File: config.mk
export PLATFORM = sky130hd
export DESIGN_NAME = ttc_core
export DESIGN_NICKNAME = d
export VERILOG_FILES = /design/src/verilog/ttc_pkg.sv /design/src/verilog/ttc_core.sv
export SDC_FILE = /design/constraint.sdc
export NUM_CORES = 1
export LEC_CHECK = 0
export ABC_AREA = 0
export BUFFER_PORTS_ARGS = -buffer_cell sky130_fd_sc_hd__buf_2
export CAP_MARGIN = 5
export CORE_ASPECT_RATIO = 0.8
export CORE_MARGIN = 5
export CORE_UTILIZATION = 58
export CTS_BUF_LIST = sky130_fd_sc_hd__clkbuf_2 sky130_fd_sc_hd__clkbuf_4 sky130_fd_sc_hd__clkbuf_8
export DETAILED_ROUTE_END_ITERATION = 8
export HOLD_SLACK_MARGIN = 0.02
export PLACE_DENSITY = 0.93
export SLEW_MARGIN = 20
export SYNTH_ARGS = -nofsm -noshare
export SYNTH_HDL_FRONTEND = slang
export SYNTH_SLANG_ARGS = --single-unit
File: constraint.sdc
create_clock -name pclk -period 4.6 [get_ports pclk]
set_input_delay 0.46 -clock pclk [delete_from_list [all_inputs] [get_ports pclk]]
set_output_delay 0.46 -clock pclk [all_outputs]
set_load 0.02 [all_outputs]
File: src/verilog/ttc_pkg.sv
// Constants, field layouts and carrier types of the 8-bit timer core.
// Assumes a 100 MHz APB clock and a single asynchronous low reset.
package ttc_pkg;

  // ==========================================================
  // Register offsets (byte addresses, one word each)
  localparam logic [7:0] TTC_OFS_CTRL_A = 8'h00;
  localparam logic [7:0] TTC_OFS_CTRL_B = 8'h04;
  localparam logic [7:0] TTC_OFS_COUNT = 8'h08;
  localparam logic [7:0] TTC_OFS_CMP_A = 8'h0C;
  localparam logic [7:0] TTC_OFS_CMP_B = 8'h10;
  localparam logic [7:0] TTC_OFS_MASK = 8'h14;
  localparam logic [7:0] TTC_OFS_FLAGS = 8'h18;

  // ==========================================================
  // Field positions
  localparam int TTC_ACT_A_LSB = 6;
  localparam int TTC_ACT_B_LSB = 4;
  localparam int TTC_WGM_LO_LSB = 0;
  localparam int TTC_FORCE_A_BIT = 7;
  localparam int TTC_FORCE_B_BIT = 6;
  localparam int TTC_WGM_HI_BIT = 3;
  localparam int TTC_CS_LSB = 0;
  localparam int TTC_FLG_OVF = 0;
  localparam int TTC_FLG_CMP_A = 1;
  localparam int TTC_FLG_CMP_B = 2;

  // ==========================================================
  // Values after reset and fixed count limits
  localparam logic [7:0] TTC_RST_BYTE = 8'h00;
  localparam logic [2:0] TTC_RST_FLAGS = 3'h0;
  localparam logic [9:0] TTC_RST_PRESC = 10'h000;
  localparam logic [7:0] TTC_BOTTOM = 8'h00;
  localparam logic [7:0] TTC_MAX = 8'hFF;

  // Clock source codes
  localparam logic [2:0] TTC_CS_STOP = 3'h0;
  localparam logic [2:0] TTC_CS_DIV1 = 3'h1;
  localparam logic [2:0] TTC_CS_DIV8 = 3'h2;
  localparam logic [2:0] TTC_CS_DIV64 = 3'h3;
  localparam logic [2:0] TTC_CS_DIV256 = 3'h4;
  localparam logic [2:0] TTC_CS_DIV1024 = 3'h5;
  localparam logic [2:0] TTC_CS_EXT_FALL = 3'h6;

  // Waveform mode codes
  localparam logic [2:0] TTC_WGM_NORMAL = 3'h0;
  localparam logic [2:0] TTC_WGM_PHASE_FF = 3'h1;
  localparam logic [2:0] TTC_WGM_CLR_MATCH = 3'h2;
  localparam logic [2:0] TTC_WGM_FAST_FF = 3'h3;
  localparam logic [2:0] TTC_WGM_PHASE_OCR = 3'h5;
  localparam logic [2:0] TTC_WGM_FAST_OCR = 3'h7;

  // Compare output action codes
  localparam logic [1:0] TTC_ACT_NONE = 2'h0;
  localparam logic [1:0] TTC_ACT_TOGGLE = 2'h1;
  localparam logic [1:0] TTC_ACT_CLEAR = 2'h2;
  localparam logic [1:0] TTC_ACT_SET = 2'h3;

  // ==========================================================
  // Types
  typedef enum logic [1:0] {
    TTC_UP = 2'b01,
    TTC_DOWN = 2'b10
  } ttc_dir_type;

  typedef struct packed {
    logic out_a;
    logic oe_n_a;
    logic out_b;
    logic oe_n_b;
  } ttc_pin_type;

endpackage

File: src/verilog/ttc_core.sv
// 8-bit timer/counter with two compare units behind an APB slave.
// Assumes port data/direction and interrupt acks come from pclk logic;
// the external count pin is asynchronous and is synchronised here.
// Functional notes
// - Select zero stops ticks and count
// - Tick clears, increments or decrements by mode
// - Count readable and writable at any time
// - Count write beats hardware count update
// - Mode field split across control A/B
// - Match sets compare flag on next tick
// - Enabled flag requests interrupt, cleared on service
// - Writing one clears flag, zero keeps
// - PWM modes double buffer compare values
// - Compare access targets buffer when buffering
// - Force strobe acts as match, non-PWM
// - Count write blocks matches next tick
// - Output states kept across mode change
// - Action bits unbuffered, take effect promptly
// - Reset clears both output states
// - Nonzero action overrides port pin data
// - Action zero leaves output state alone
// - Actions select polarity or set/clear/toggle
// - Normal mode counts up, wraps FF->00
// - Normal mode overflow flag on wrap
// - Zero is bottom, FF is max
// - Each interrupt gated by own mask bit
//
// Design decisions made here: the APB register port and the register offsets.
module ttc_core
  import ttc_pkg::*;
(
  input wire logic pclk, // System clock
  input wire logic presetn, // Async reset, low
  input wire logic psel, // APB select
  input wire logic penable, // APB enable
  input wire logic pwrite, // APB direction
  input wire logic [7:0] paddr, // APB byte address
  input wire logic [31:0] pwdata, // APB write data
  output logic [31:0] prdata, // APB read data
  output logic pready, // APB ready
  output logic pslverr, // APB error, unmapped
  input wire logic ext_count_pin, // External count pin
  input wire logic [1:0] port_data, // Port data, b/a
  input wire logic [1:0] port_dir, // Pin direction bits, b/a
  input wire logic [2:0] irq_ack, // Interrupt serviced
  output logic [2:0] irq_req, // Interrupt requests
  output ttc_pkg::ttc_pin_type pins // Compare pins
);
  import ttc_pkg::*;

  // ==========================================================
  // State
  typedef struct packed {
    logic [7:0] ctrl_a;
    logic [7:0] ctrl_b;
    logic [7:0] count;
    logic [7:0] cmp_a;
    logic [7:0] cmp_b;
    logic [7:0] buf_a;
    logic [7:0] buf_b;
    logic [2:0] mask;
    logic [2:0] flags;
    ttc_dir_type dir;
    logic block;
    logic oc_a;
    logic oc_b;
    logic [9:0] presc;
    logic ext_s1;
    logic ext_s2;
    logic ext_s3;
    logic pready;
    logic pslverr;
    logic [31:0] prdata;
    logic [2:0] irq;
    ttc_pin_type pins;
  } ttc_state_type;

  ttc_state_type st_q;
  ttc_state_type st_d;

  // ==========================================================
  // Functions
  // Register select from address; shared by read and write paths
  function automatic logic [6:0] reg_sel(input logic [7:0] a);
    reg_sel = {a == TTC_OFS_FLAGS, a == TTC_OFS_MASK,
               a == TTC_OFS_CMP_B, a == TTC_OFS_CMP_A,
               a == TTC_OFS_COUNT, a == TTC_OFS_CTRL_B,
               a == TTC_OFS_CTRL_A};
  endfunction

  // Output state on a non-PWM style event (match or force)
  function automatic logic act_match(input logic [1:0] act, input logic oc);
    unique case (act)
      TTC_ACT_TOGGLE: act_match = ~oc;
      TTC_ACT_CLEAR: act_match = 1'b0;
      TTC_ACT_SET: act_match = 1'b1;
      default: act_match = oc;
    endcase
  endfunction

  // Output state in PWM modes; up marks the cleared-on-match edge
  function automatic logic act_pwm(input logic [1:0] act, input logic oc,
                                   input logic up, input logic tog_ok);
    unique case (act)
      TTC_ACT_TOGGLE: act_pwm = tog_ok ? ~oc : oc;
      TTC_ACT_CLEAR: act_pwm = ~up; // Non-inverted
      TTC_ACT_SET: act_pwm = up; // Inverted
      default: act_pwm = oc;
    endcase
  endfunction

  // ==========================================================
  // Decoded controls
  logic [2:0] mode;
  logic [2:0] cs;
  logic [1:0] act_a;
  logic [1:0] act_b;
  logic fast;
  logic phase;
  logic pwm;
  logic [7:0] top;
  logic tick;
  logic wr;
  logic [6:0] sel;
  logic cnt_wr;
  logic match_a;
  logic match_b;

  // Mode bits: two low in control A, high in control B
  assign mode = {st_q.ctrl_b[TTC_WGM_HI_BIT],
                 st_q.ctrl_a[TTC_WGM_LO_LSB +: 2]};
  assign cs = st_q.ctrl_b[TTC_CS_LSB +: 3];
  assign act_a = st_q.ctrl_a[TTC_ACT_A_LSB +: 2];
  assign act_b = st_q.ctrl_a[TTC_ACT_B_LSB +: 2];
  assign fast = (mode == TTC_WGM_FAST_FF) || (mode == TTC_WGM_FAST_OCR);
  assign phase = (mode == TTC_WGM_PHASE_FF) || (mode == TTC_WGM_PHASE_OCR);
  assign pwm = fast | phase;
  // Top is max in fixed modes, compare A in variable ones
  assign top = (mode == TTC_WGM_PHASE_OCR || mode == TTC_WGM_FAST_OCR ||
                mode == TTC_WGM_CLR_MATCH) ? st_q.cmp_a : TTC_MAX;

  // Tick: prescaler taps or synchronised pin edges
  always_comb
  begin
    unique case (cs)
      TTC_CS_STOP: tick = 1'b0;
      TTC_CS_DIV1: tick = 1'b1;
      TTC_CS_DIV8: tick = &st_q.presc[2:0];
      TTC_CS_DIV64: tick = &st_q.presc[5:0];
      TTC_CS_DIV256: tick = &st_q.presc[7:0];
      TTC_CS_DIV1024: tick = &st_q.presc[9:0];
      TTC_CS_EXT_FALL: tick = st_q.ext_s3 & ~st_q.ext_s2;
      default: tick = st_q.ext_s2 & ~st_q.ext_s3;
    endcase
  end

  // Bus write strobe in the access phase
  assign wr = psel & penable & pwrite & st_q.pready;
  assign sel = reg_sel(paddr);
  assign cnt_wr = wr & sel[2];
  // Matches are suppressed for one tick after a count write
  assign match_a = (st_q.count == st_q.cmp_a) & ~st_q.block;
  assign match_b = (st_q.count == st_q.cmp_b) & ~st_q.block;

  // ==========================================================
  // Next state
  always_comb
  begin
    logic [2:0] fset;
    logic [2:0] fclr;
    logic bottom_evt;
    logic top_evt;
    fset = TTC_RST_FLAGS;
    fclr = TTC_RST_FLAGS;
    bottom_evt = 1'b0;
    top_evt = 1'b0;
    st_d = st_q;
    // Prescaler runs only while a source is selected
    st_d.presc = (cs == TTC_CS_STOP) ? TTC_RST_PRESC : st_q.presc + 10'h001;
    // Pin synchroniser plus one stage for edge detection
    st_d.ext_s1 = ext_count_pin;
    st_d.ext_s2 = st_q.ext_s1;
    st_d.ext_s3 = st_q.ext_s2;

    if (tick)
    begin
      st_d.block = 1'b0;
      fset[TTC_FLG_CMP_A] = match_a;
      fset[TTC_FLG_CMP_B] = match_b;
      // Counting sequence per mode
      if (phase)
      begin
        unique case (st_q.dir)
          TTC_UP:
          begin
            if (st_q.count == top)
            begin
              st_d.dir = TTC_DOWN;
              st_d.count = st_q.count - 8'h01;
              top_evt = 1'b1;
            end
            else
              st_d.count = st_q.count + 8'h01;
          end
          TTC_DOWN:
          begin
            if (st_q.count == TTC_BOTTOM)
            begin
              st_d.dir = TTC_UP;
              st_d.count = st_q.count + 8'h01;
              fset[TTC_FLG_OVF] = 1'b1; // Overflow at bottom
            end
            else
              st_d.count = st_q.count - 8'h01;
          end
        endcase
        // Buffered compares land at top
        if (top_evt)
        begin
          st_d.cmp_a = st_q.buf_a;
          st_d.cmp_b = st_q.buf_b;
        end
        if (match_a)
          st_d.oc_a = act_pwm(act_a, st_q.oc_a, st_q.dir == TTC_UP,
                              mode[2]);
        if (match_b)
          st_d.oc_b = act_pwm(act_b, st_q.oc_b, st_q.dir == TTC_UP,
                              1'b0);
      end
      else if (fast)
      begin
        st_d.dir = TTC_UP;
        bottom_evt = (st_q.count == top);
        st_d.count = bottom_evt ? TTC_BOTTOM : st_q.count + 8'h01;
        fset[TTC_FLG_OVF] = bottom_evt; // Overflow at top
        if (bottom_evt)
        begin
          st_d.cmp_a = st_q.buf_a;
          st_d.cmp_b = st_q.buf_b;
        end
        if (match_a)
          st_d.oc_a = act_pwm(act_a, st_q.oc_a, 1'b1, mode[2]);
        if (match_b)
          st_d.oc_b = act_pwm(act_b, st_q.oc_b, 1'b1, 1'b0);
        // Bottom edge applied last so a max compare holds steady
        if (bottom_evt)
        begin
          st_d.oc_a = act_pwm(act_a, st_d.oc_a, 1'b0, 1'b0);
          st_d.oc_b = act_pwm(act_b, st_d.oc_b, 1'b0, 1'b0);
        end
      end
      else
      begin
        // Normal counts up and wraps; clear-on-match clears at A
        st_d.dir = TTC_UP;
        if (mode == TTC_WGM_CLR_MATCH && match_a)
          st_d.count = TTC_BOTTOM;
        else
          st_d.count = st_q.count + 8'h01;
        // Overflow in the tick the count wraps from max; a clear at A below max sets no overflow flag
        fset[TTC_FLG_OVF] = (st_q.count == TTC_MAX);
        if (match_a)
          st_d.oc_a = act_match(act_a, st_q.oc_a);
        if (match_b)
          st_d.oc_b = act_match(act_b, st_q.oc_b);
      end
    end

    // Register writes; mode change leaves output states as they are
    if (wr)
    begin
      if (sel[0])
        st_d.ctrl_a = pwdata[7:0]; // Actions apply at once
      if (sel[1])
      begin
        st_d.ctrl_b = pwdata[7:0] & 8'h0F; // Force bits never stored
        // Force acts like a match, no flag and no clear
        if (!pwm && pwdata[TTC_FORCE_A_BIT])
          st_d.oc_a = act_match(act_a, st_d.oc_a);
        if (!pwm && pwdata[TTC_FORCE_B_BIT])
          st_d.oc_b = act_match(act_b, st_d.oc_b);
      end
      if (sel[2])
      begin
        st_d.count = pwdata[7:0]; // Written value wins
        st_d.block = 1'b1;
      end
      // Buffer only while PWM; otherwise straight to active
      if (sel[3])
      begin
        st_d.buf_a = pwdata[7:0];
        if (!pwm)
          st_d.cmp_a = pwdata[7:0];
      end
      if (sel[4])
      begin
        st_d.buf_b = pwdata[7:0];
        if (!pwm)
          st_d.cmp_b = pwdata[7:0];
      end
      if (sel[5])
        st_d.mask = pwdata[2:0];
      if (sel[6])
        fclr = pwdata[2:0]; // Write one to clear
    end

    // Flags: service and software clear, set wins
    st_d.flags = (st_q.flags & ~(fclr | irq_ack)) | fset;
    // Requests gated per source
    st_d.irq = st_q.flags & st_q.mask;

    // Pin drive: compare state overrides data if action nonzero
    st_d.pins.out_a = (act_a != TTC_ACT_NONE) ? st_q.oc_a : port_data[0];
    st_d.pins.out_b = (act_b != TTC_ACT_NONE) ? st_q.oc_b : port_data[1];
    st_d.pins.oe_n_a = ~port_dir[0];
    st_d.pins.oe_n_b = ~port_dir[1];

    // APB answer one cycle after setup; reads have no side effects
    st_d.pready = psel & ~penable;
    st_d.pslverr = psel & ~penable & ~(|sel);
    st_d.prdata = 32'h0000_0000;
    if (psel && !penable)
    begin
      unique case (1'b1)
        sel[0]: st_d.prdata[7:0] = st_q.ctrl_a;
        sel[1]: st_d.prdata[7:0] = st_q.ctrl_b;
        sel[2]: st_d.prdata[7:0] = st_q.count;
        sel[3]: st_d.prdata[7:0] = pwm ? st_q.buf_a : st_q.cmp_a;
        sel[4]: st_d.prdata[7:0] = pwm ? st_q.buf_b : st_q.cmp_b;
        sel[5]: st_d.prdata[2:0] = st_q.mask;
        sel[6]: st_d.prdata[2:0] = st_q.flags;
        default: st_d.prdata = 32'h0000_0000;
      endcase
    end
  end

  // ==========================================================
  // State register; output states clear on reset
  always_ff @(posedge pclk or negedge presetn)
  begin
    if (!presetn)
    begin
      st_q <= '0;
      st_q.dir <= TTC_UP;
      st_q.pins.oe_n_a <= 1'b1;
      st_q.pins.oe_n_b <= 1'b1;
    end
    else
      st_q <= st_d;
  end

  assign prdata = st_q.prdata;
  assign pready = st_q.pready;
  assign pslverr = st_q.pslverr;
  assign irq_req = st_q.irq;
  assign pins = st_q.pins;

  // ==========================================================
  // Checks
  a_stop_holds: assert property (@(posedge pclk) disable iff (!presetn)
    (cs == TTC_CS_STOP && !cnt_wr) |=> $stable(st_q.count))
    else $error("count moved while stopped");

  a_normal_inc: assert property (@(posedge pclk) disable iff (!presetn)
    (tick && mode == TTC_WGM_NORMAL && !cnt_wr) |=>
    st_q.count == $past(st_q.count) + 8'h01)
    else $error("normal mode did not increment");

  a_write_wins: assert property (@(posedge pclk) disable iff (!presetn)
    cnt_wr |=> st_q.count == $past(pwdata[7:0]) && st_q.block)
    else $error("count write lost");

  a_match_flag: assert property (@(posedge pclk) disable iff (!presetn)
    (tick && match_a) |=> st_q.flags[TTC_FLG_CMP_A])
    else $error("compare A flag not set");

  a_block_match: assert property (@(posedge pclk) disable iff (!presetn)
    (cnt_wr ##1 (!tick && !cnt_wr) [*3] ##1 tick) |->
    !match_a && !match_b)
    else $error("match not blocked after count write");

  a_flag_w1c: assert property (@(posedge pclk) disable iff (!presetn)
    (wr && sel[6] && pwdata[TTC_FLG_CMP_B] && !(tick && match_b)) |=>
    !st_q.flags[TTC_FLG_CMP_B])
    else $error("flag B not cleared by write one");

  a_pin_override: assert property (@(posedge pclk) disable iff (!presetn)
    ##1 pins.out_a == ($past(act_a) != TTC_ACT_NONE ?
    $past(st_q.oc_a) : $past(port_data[0])))
    else $error("pin A source wrong");

  a_irq_gate: assert property (@(posedge pclk) disable iff (!presetn)
    ##1 irq_req == ($past(st_q.flags) & $past(st_q.mask)))
    else $error("interrupt not gated by mask");

  a_ovf_wrap: assert property (@(posedge pclk) disable iff (!presetn)
    (tick && mode == TTC_WGM_NORMAL && st_q.count == TTC_MAX && !cnt_wr)
    |=> st_q.count == TTC_BOTTOM && st_q.flags[TTC_FLG_OVF])
    else $error("overflow on wrap missing");

  a_apb_ready: assert property (@(posedge pclk) disable iff (!presetn)
    (psel && !penable) |=> pready ##1 !pready)
    else $error("APB ready timing wrong");
endmodule

==> metrics.txt, run 1 <==
#FFs+latches synth just over 90; initial antenna violation count 0; slowest stage delay, CP about 0.55 ns; IO buf count between 40 and 50; Post-CTS Hold Buffers 0; Final ANT Viol Nets 0; ordered cell list for the critical path ha_1, nand3_1, nor3_1, a221oi_1, or2_1, nor3_4, buf_4, nor2_1, a21oi_1, o21ai_0; clock sink count 93; maximum achievable frequency about 330 MHz; Total Nets Final roughly 670; Critical Path Fanout Max 22; DR vias/cell 6.45; final slew viol count 0; sequential share of the synthesized area between 40% and 50%; Die W ~120 um; CTS tree built; maximum clock insertion buffer count 2; vias post-DR about 5,000; Mapped Area 5790 sq um; share of cells above drive strength 1 between 20 and 25%; Most used DFF post-synth dfrtp_1; Site Rows 32; Clock Pin Slew Worst Setup and Hold Paths around 0.090 ns; register-to-register setup slack around 1.6 ns; Worst setup endpoint st_q[89]; Max Cap Viol 0; core footprint ~9700 sq um; PwrDens 258 nW/um^2; Antenna Cells 0; vias in the first global route between 4,000 and 5,000; WL/cell around 19 um; global-route wire length before repair ~24,000 um; Slew HR between 30% and 40%; critical path's slowest cell or2_1; placer's final routability congestion estimate between 0.9 and 1; worst skew pair latency approximately 0.36 ns; CP endpoint kind flip-flop; reg-to-reg critical path startpoint st_q[44]; multi-input gate area in the final layout approximately 3000 sq um; Post-synth EDFFs 0; CP Data Required Time slightly below 5 ns; Worst IR Drop VDD 0.000216 V; IO Pins between 90 and 100; Yosys top cell area share between 30% and 40%; Worst-Margin Slew 0.976 ns; synth cell count leaders 90 x dfrtp_1, 49 x nand2_1, 45 x buf_4; Initial Util about three fifths; reg2reg end st_q[89]; P_leak 2.59 nW; DP Area ~5800 sq um; Worst Setup SP st_q[44]; Worst Path Buf+Inv 1; Filler cells about 730; WP data arrival 3.21 ns; DRC viols 0; Synth Warn # 0; HPWL Detailed a little over 10,000 um; Syn Inst Count roughly 610; setup violators final 0; Final min period 3.00 ns; Area Overhead vs Synth 3.68%; Worst setup SP type flip-flop; largest net degree at the start of global routing 57; worst setup path class flip-flop to flip-flop; post-CTS setup buffers 0; non-filler cells in the finished layout around 760; Yosys cell types between 70 and 80; Iteration-0 DRC Markers 578; critical path's top delay family simple AND/OR/NAND/NOR gates; final instance area around 6000 sq um; Final Cycle Share 65.2%; share of flip-flops with an asynchronous set or reset 100%; Placed Cells between 700 and 800; H-tree depth 3; Root Driver clkbuf_8; GRT Util Overall about 24%; cts repair resizes 0; HP Class input pin to async pin; path depth of the worst reg2reg path 10; Die ar. roughly 12,000 sq um; RSZ-0062 raised after global routing false; Levels on crit path 10; count leader, synth dfrtp_1; dominant cells by area after synthesis dfrtp_1 39%, mux2_2 6.8%, buf_4 5.8%; area leader, netlist dfrtp_1; Clock Skews about 0.010 ns; drt total wl 14,400 um; chip height ~99 um; Mean Syn Cell Area between 9 and 10 sq um; DRT Pass-1 Iters 7; TritonCTS Buffers 9; Final Hold Fails 0; grt total ovfl 0; register area approximately 2300 sq um; Fin Setup TNS 0 ns; outcome finished clean
-- sequential cells by signal, indices dropped and copies added, names as in the netlist --
name / cells
prdata: 8
pins: 4
mode: 3
st_d: 2
act_a: 2
cs: 3
st_q: 64
pready: 1
pslverr: 1
act_b: 2
irq_req: 3
-- metal layers --
layer	global-route usage, %	share of wire [%]
met5	0	0
met4	7.75	3.4
met3	4.83	11
met2	40.0	48
met1	32.6	37
-- placed cells by master (no fill, tap or decap), types with 3 or more instances in the layout --
cell type,count
or2_2,3
conb_1,24
nor2b_1,10
xnor2_1,8
nand2b_1,9
clkbuf_8,11
nor3_1,15
nand4_1,4
nand3_1,21
and2_1,3
a221oi_1,12
or3_1,4
mux2_2,35
ha_1,5
o22ai_1,7
o21ai_0,27
nand2_2,3
nor2_1,43
a31oi_1,4
buf_4,5
and3_1,5
nor4_1,5
xor2_1,9
nand2_1,49
inv_1,18
dfstp_2,3
dfrtp_1,90
mux2i_1,22
nor3b_1,5
buf_2,44
a21oi_1,43
a22oi_1,11
-- logic make-up (layout without fill, tap and decap cells) --
family | after synthesis | count (layout) | share of synthesized area (%)
fa+ha+maj | 5 | 5 | 1.08
simple gates | 201 | 201 | 18.9
other cells | 1 | 24 | 0.0648
flops | 93 | 93 | 40.3
compound gates | 138 | 138 | 16.2
buf+inv | 98 | 83 | 10.1
xor+xnor | 17 | 17 | 2.57
mux | 58 | 58 | 10.8
-- how the worst min path moves through the flow --
stage	start	slack (ns)	depth (start not counted)	end
CTS	presetn	0.06	1	st_q[84]
floorplan	presetn	0.16	0	act_a[0]
detailed placement	st_d[42]	0.34	0	st_d[41]
finish	presetn	0.05	1	st_q[84]
global placement	st_d[42]	0.34	0	st_d[41]
global route	presetn	0.07	1	st_q[84]
-- layout make-up --
cell class | count | area share, %
repair buffers | 49 | 4.30
clock inverters | 4 | 0.897
inverters | 18 | 1.13
well taps | 136 | 2.84
multi-input cells | 443 | 49.3
flip-flops and latches | 93 | 38.9
clock buffers | 12 | 2.65
-- through the flow --
step	utilization, %	setup WS, ns	hold slack [ns]	power (mW)
finish	61.9	1.60	0.0464	1.55
global route	61.9	1.37	0.0721	1.60
CTS	61.9	1.66	0.0589	1.55
detailed placement	59.7	1.38	0.337	0.981
global placement	59.7	1.55	0.336	0.974
floorplan	-	2.22	0.164	0.949
-- power by group --
part	internal (mW)	total [mW]	switching, mW
logic	0.0348	0.123	0.0880
registers	0.829	0.845	0.0169
clock network	0.289	0.579	0.290
Note: power is estimated with default switching activity, not from simulation.
==> run 2, diff against run 1 <==
==> constraint.sdc (replaced) <==
create_clock -name pclk -period 3.1 [get_ports pclk]
set_input_delay 0.31 -clock pclk [delete_from_list [all_inputs] [get_ports pclk]]
set_output_delay 0.31 -clock pclk [all_outputs]
set_load 0.02 [all_outputs]
==> run 2 against run 1 <==
  * Final cell count increased by 1.5%
  * Worst hold slack got worse by 0.027 ns
  * Wire length increased by 1.7%
  * Utilization increased by 0.77 points
  * Register-to-register slack got worse by 1.3 ns
  * Fmax increased by 5.5%
  * Combinational power increased by 58%
==> metrics.txt, run 2 (same netlist as run 1, synthesis figures left out) <==
largest net degree at the start of global routing 68 (+19%); Clock Pin Slew Worst Setup and Hold Paths 0.09 ns (about the same); Slew HR 45.4% (+11 points); H-tree depth 3 (unchanged); ordered cell list for the critical path and3_2, nand4_1, nor3b_1, o21bai_2, o2bb2ai_1, a211oi_1, a41oi_1, a31oi_1; setup violators final 0 (unchanged); most frequent cells in the layout 90 x dfrtp_1, 49 x nand2_1, 44 x buf_2, 43 x a21oi_1, 43 x nor2_1; P_leak 2.65 nW (+2.2%); Root Driver clkbuf_8; CTS tree built; global-route wire length before repair 23,600 um (-0.58%); final slew viol count 0 (unchanged); Final ANT Viol Nets 0 (unchanged); HP Class input pin to async pin; grt total ovfl 0 (unchanged); outcome finished clean; sequential share of power 55.4% (+0.8 points); Critical Path Fanout Max 11 (-50%); TritonCTS Buffers 9 (unchanged); drt total wl 14,600 um (+1.7%); PwrDens 372 nW/um^2 (+44%); Worst setup endpoint st_q[103]; GRT Util Overall 24.6% (+0.29 points); Die ar. 12,100 sq um (unchanged); commonest non-fill, non-tap cell in the layout dfrtp_1; worst skew pair latency 0.39 ns (+0.03 ns); core footprint 9690 sq um (unchanged); DRC viols 0 (unchanged); Initial Util 59.7% (unchanged); Sw Share 25.8% (+0.29 points); Final Cycle Share 91.7% (+27 points); Final Hold Fails 0 (unchanged); initial antenna violation count 0 (unchanged); WL/cell 19.1 um (+0.26%); WP data arrival 3.09 ns (-0.12 ns); maximum clock insertion buffer count 2 (unchanged); Worst Setup SP st_q[99]; Filler cells 752 (+2.6%); vias post-DR 4,856 (-0.35%); most flop-heavy register st_q; Site Rows 32 (unchanged); IO buf count 45 (unchanged); clock network power share 36.0% (-1.4 points); Fin Setup TNS 0 ns (unchanged); HPWL Detailed 10,600 um (+3.6%); CP endpoint kind flip-flop; maximum achievable frequency 352 MHz (+5.5%); critical path's slowest cell dfrtp_1; Clock Skews 0.0103 ns (+0.000102 ns); DRT Pass-1 Iters 5 (-2); Psw 0.583 mW (+47%); vias in the first global route 4,652 (-0.41%); reg-to-reg critical path startpoint st_q[99]; Worst-Margin Slew 0.819 ns (-0.157 ns); clock sink count 93 (unchanged); DR vias/cell 6.34 (-1.8%); Die W 122 um (unchanged); Max Cap Viol 0 (unchanged); reg2reg end st_q[103]; register-to-register setup slack 0.26 ns (-1.34 ns); Final min period 2.84 ns (-0.156 ns); slowest stage delay, CP 0.60 ns (+0.05 ns); multi-input gate area in the final layout 2960 sq um (+0.17%); register area 2330 sq um (unchanged); Total Nets Final 684 (+1.8%); chip height 99.3 um (unchanged); internal power 1.67 mW (+45%); Power Total 2.26 mW (+46%); max reg flops 64 (unchanged); path depth of the worst reg2reg path 8 (-2); RSZ-0062 raised after global routing false; CP Data Required Time 3.34 ns (-1.47 ns); Antenna Cells 0 (unchanged); worst setup path class flip-flop to flip-flop; Area Overhead vs Synth 4.97%; Worst IR Drop VDD 0.000376 V (+74%); Worst setup SP type flip-flop; share of cells above drive strength 1 22.9% (+1.2 points); Iteration-0 DRC Markers 507 (-12%); placer's final routability congestion estimate 1.00 (+5.3%); IO Pins 94 (unchanged); Comb pwr share 8.6% (+0.7 points)
[run 2: cell count changes in the layout (fill, tap and decap cells not counted)]
cell | previous run | this run
clkbuf_8 | 11 | 9
clkbuf_4 | 1 | 2
clkinv_2 | 0 | 2
clkinvlp_4 | 2 | 0
nor3_2 | 1 | 2
nor3_1 | 15 | 14
buf_4 | 5 | 15
dlygate4sd3_1 | 0 | 2
[run 2: area by class of cell]
class                   count  share of cell area (%)
multi-input cells         443                    48.8
flip-flops and latches     93                    38.4
repair buffers             61                    5.81
well taps                 136                    2.80
clock buffers              11                    2.29
inverters                  18                    1.11
clock inverters             4                   0.803
[run 2: stage by stage]
step                      setup slack (ns)  instances  hold WS, ns  utilization (%)  cell area [sq um]
final                                0.257        766       0.0197             62.7               6070
after global routing                0.0723        766       0.0414             62.7               6070
after CTS                            0.324        766       0.0222             62.6               6070
after detailed placement             0.332        749        0.339             60.5               5860
after global placement               0.454        749        0.337             60.5               5860
after floorplan                      0.780        634       0.0144                -               5870
[run 2: critical path: cells and delay by family, from the launching register on]
family          cells  cell delay (ns)
compound gates      5             1.27
simple gates        3             0.82
flops               1             0.60
[run 2: what timing repair did]
| action | CTS | global route |
|---|---|---|
| setup buffers | 0 | 0 |
| resized for setup | 0 | 0 |
| hold buffers | 2 | 0 |
| hold endpoints to repair | 2 | 0 |
[run 2: how the worst min path moves through the flow]
stage,from,to
3_5_place_dp,st_d[42],st_d[41]
4_1_cts,port_dir[0],pins[2]
6_report,presetn,prdata[0]
2_1_floorplan,presetn,act_a[0]
3_3_place_gp,st_d[42],st_d[41]
5_1_grt,port_dir[0],pins[2]
[run 2: per-layer routing]
metal / up-vias / share of wire [%] / track usage [%]
met5: - / 0 / 0
met4: 0 / 4.0 / 11.3
met3: 78 / 11 / 5.34
met2: 349 / 47 / 39.6
met1: 2284 / 38 / 32.0
li1: 2145 / - / -
[run 2: power groups by stage]
stage | sequential (mW) | combinational (mW) | clock [mW]
2_1_floorplan | 1.26 | 0.146 | 0
3_3_place_gp | 1.27 | 0.181 | 0
3_5_place_dp | 1.27 | 0.188 | 0
4_1_cts | 1.25 | 0.191 | 0.823
5_1_grt | 1.25 | 0.212 | 0.879
6_report | 1.25 | 0.194 | 0.813
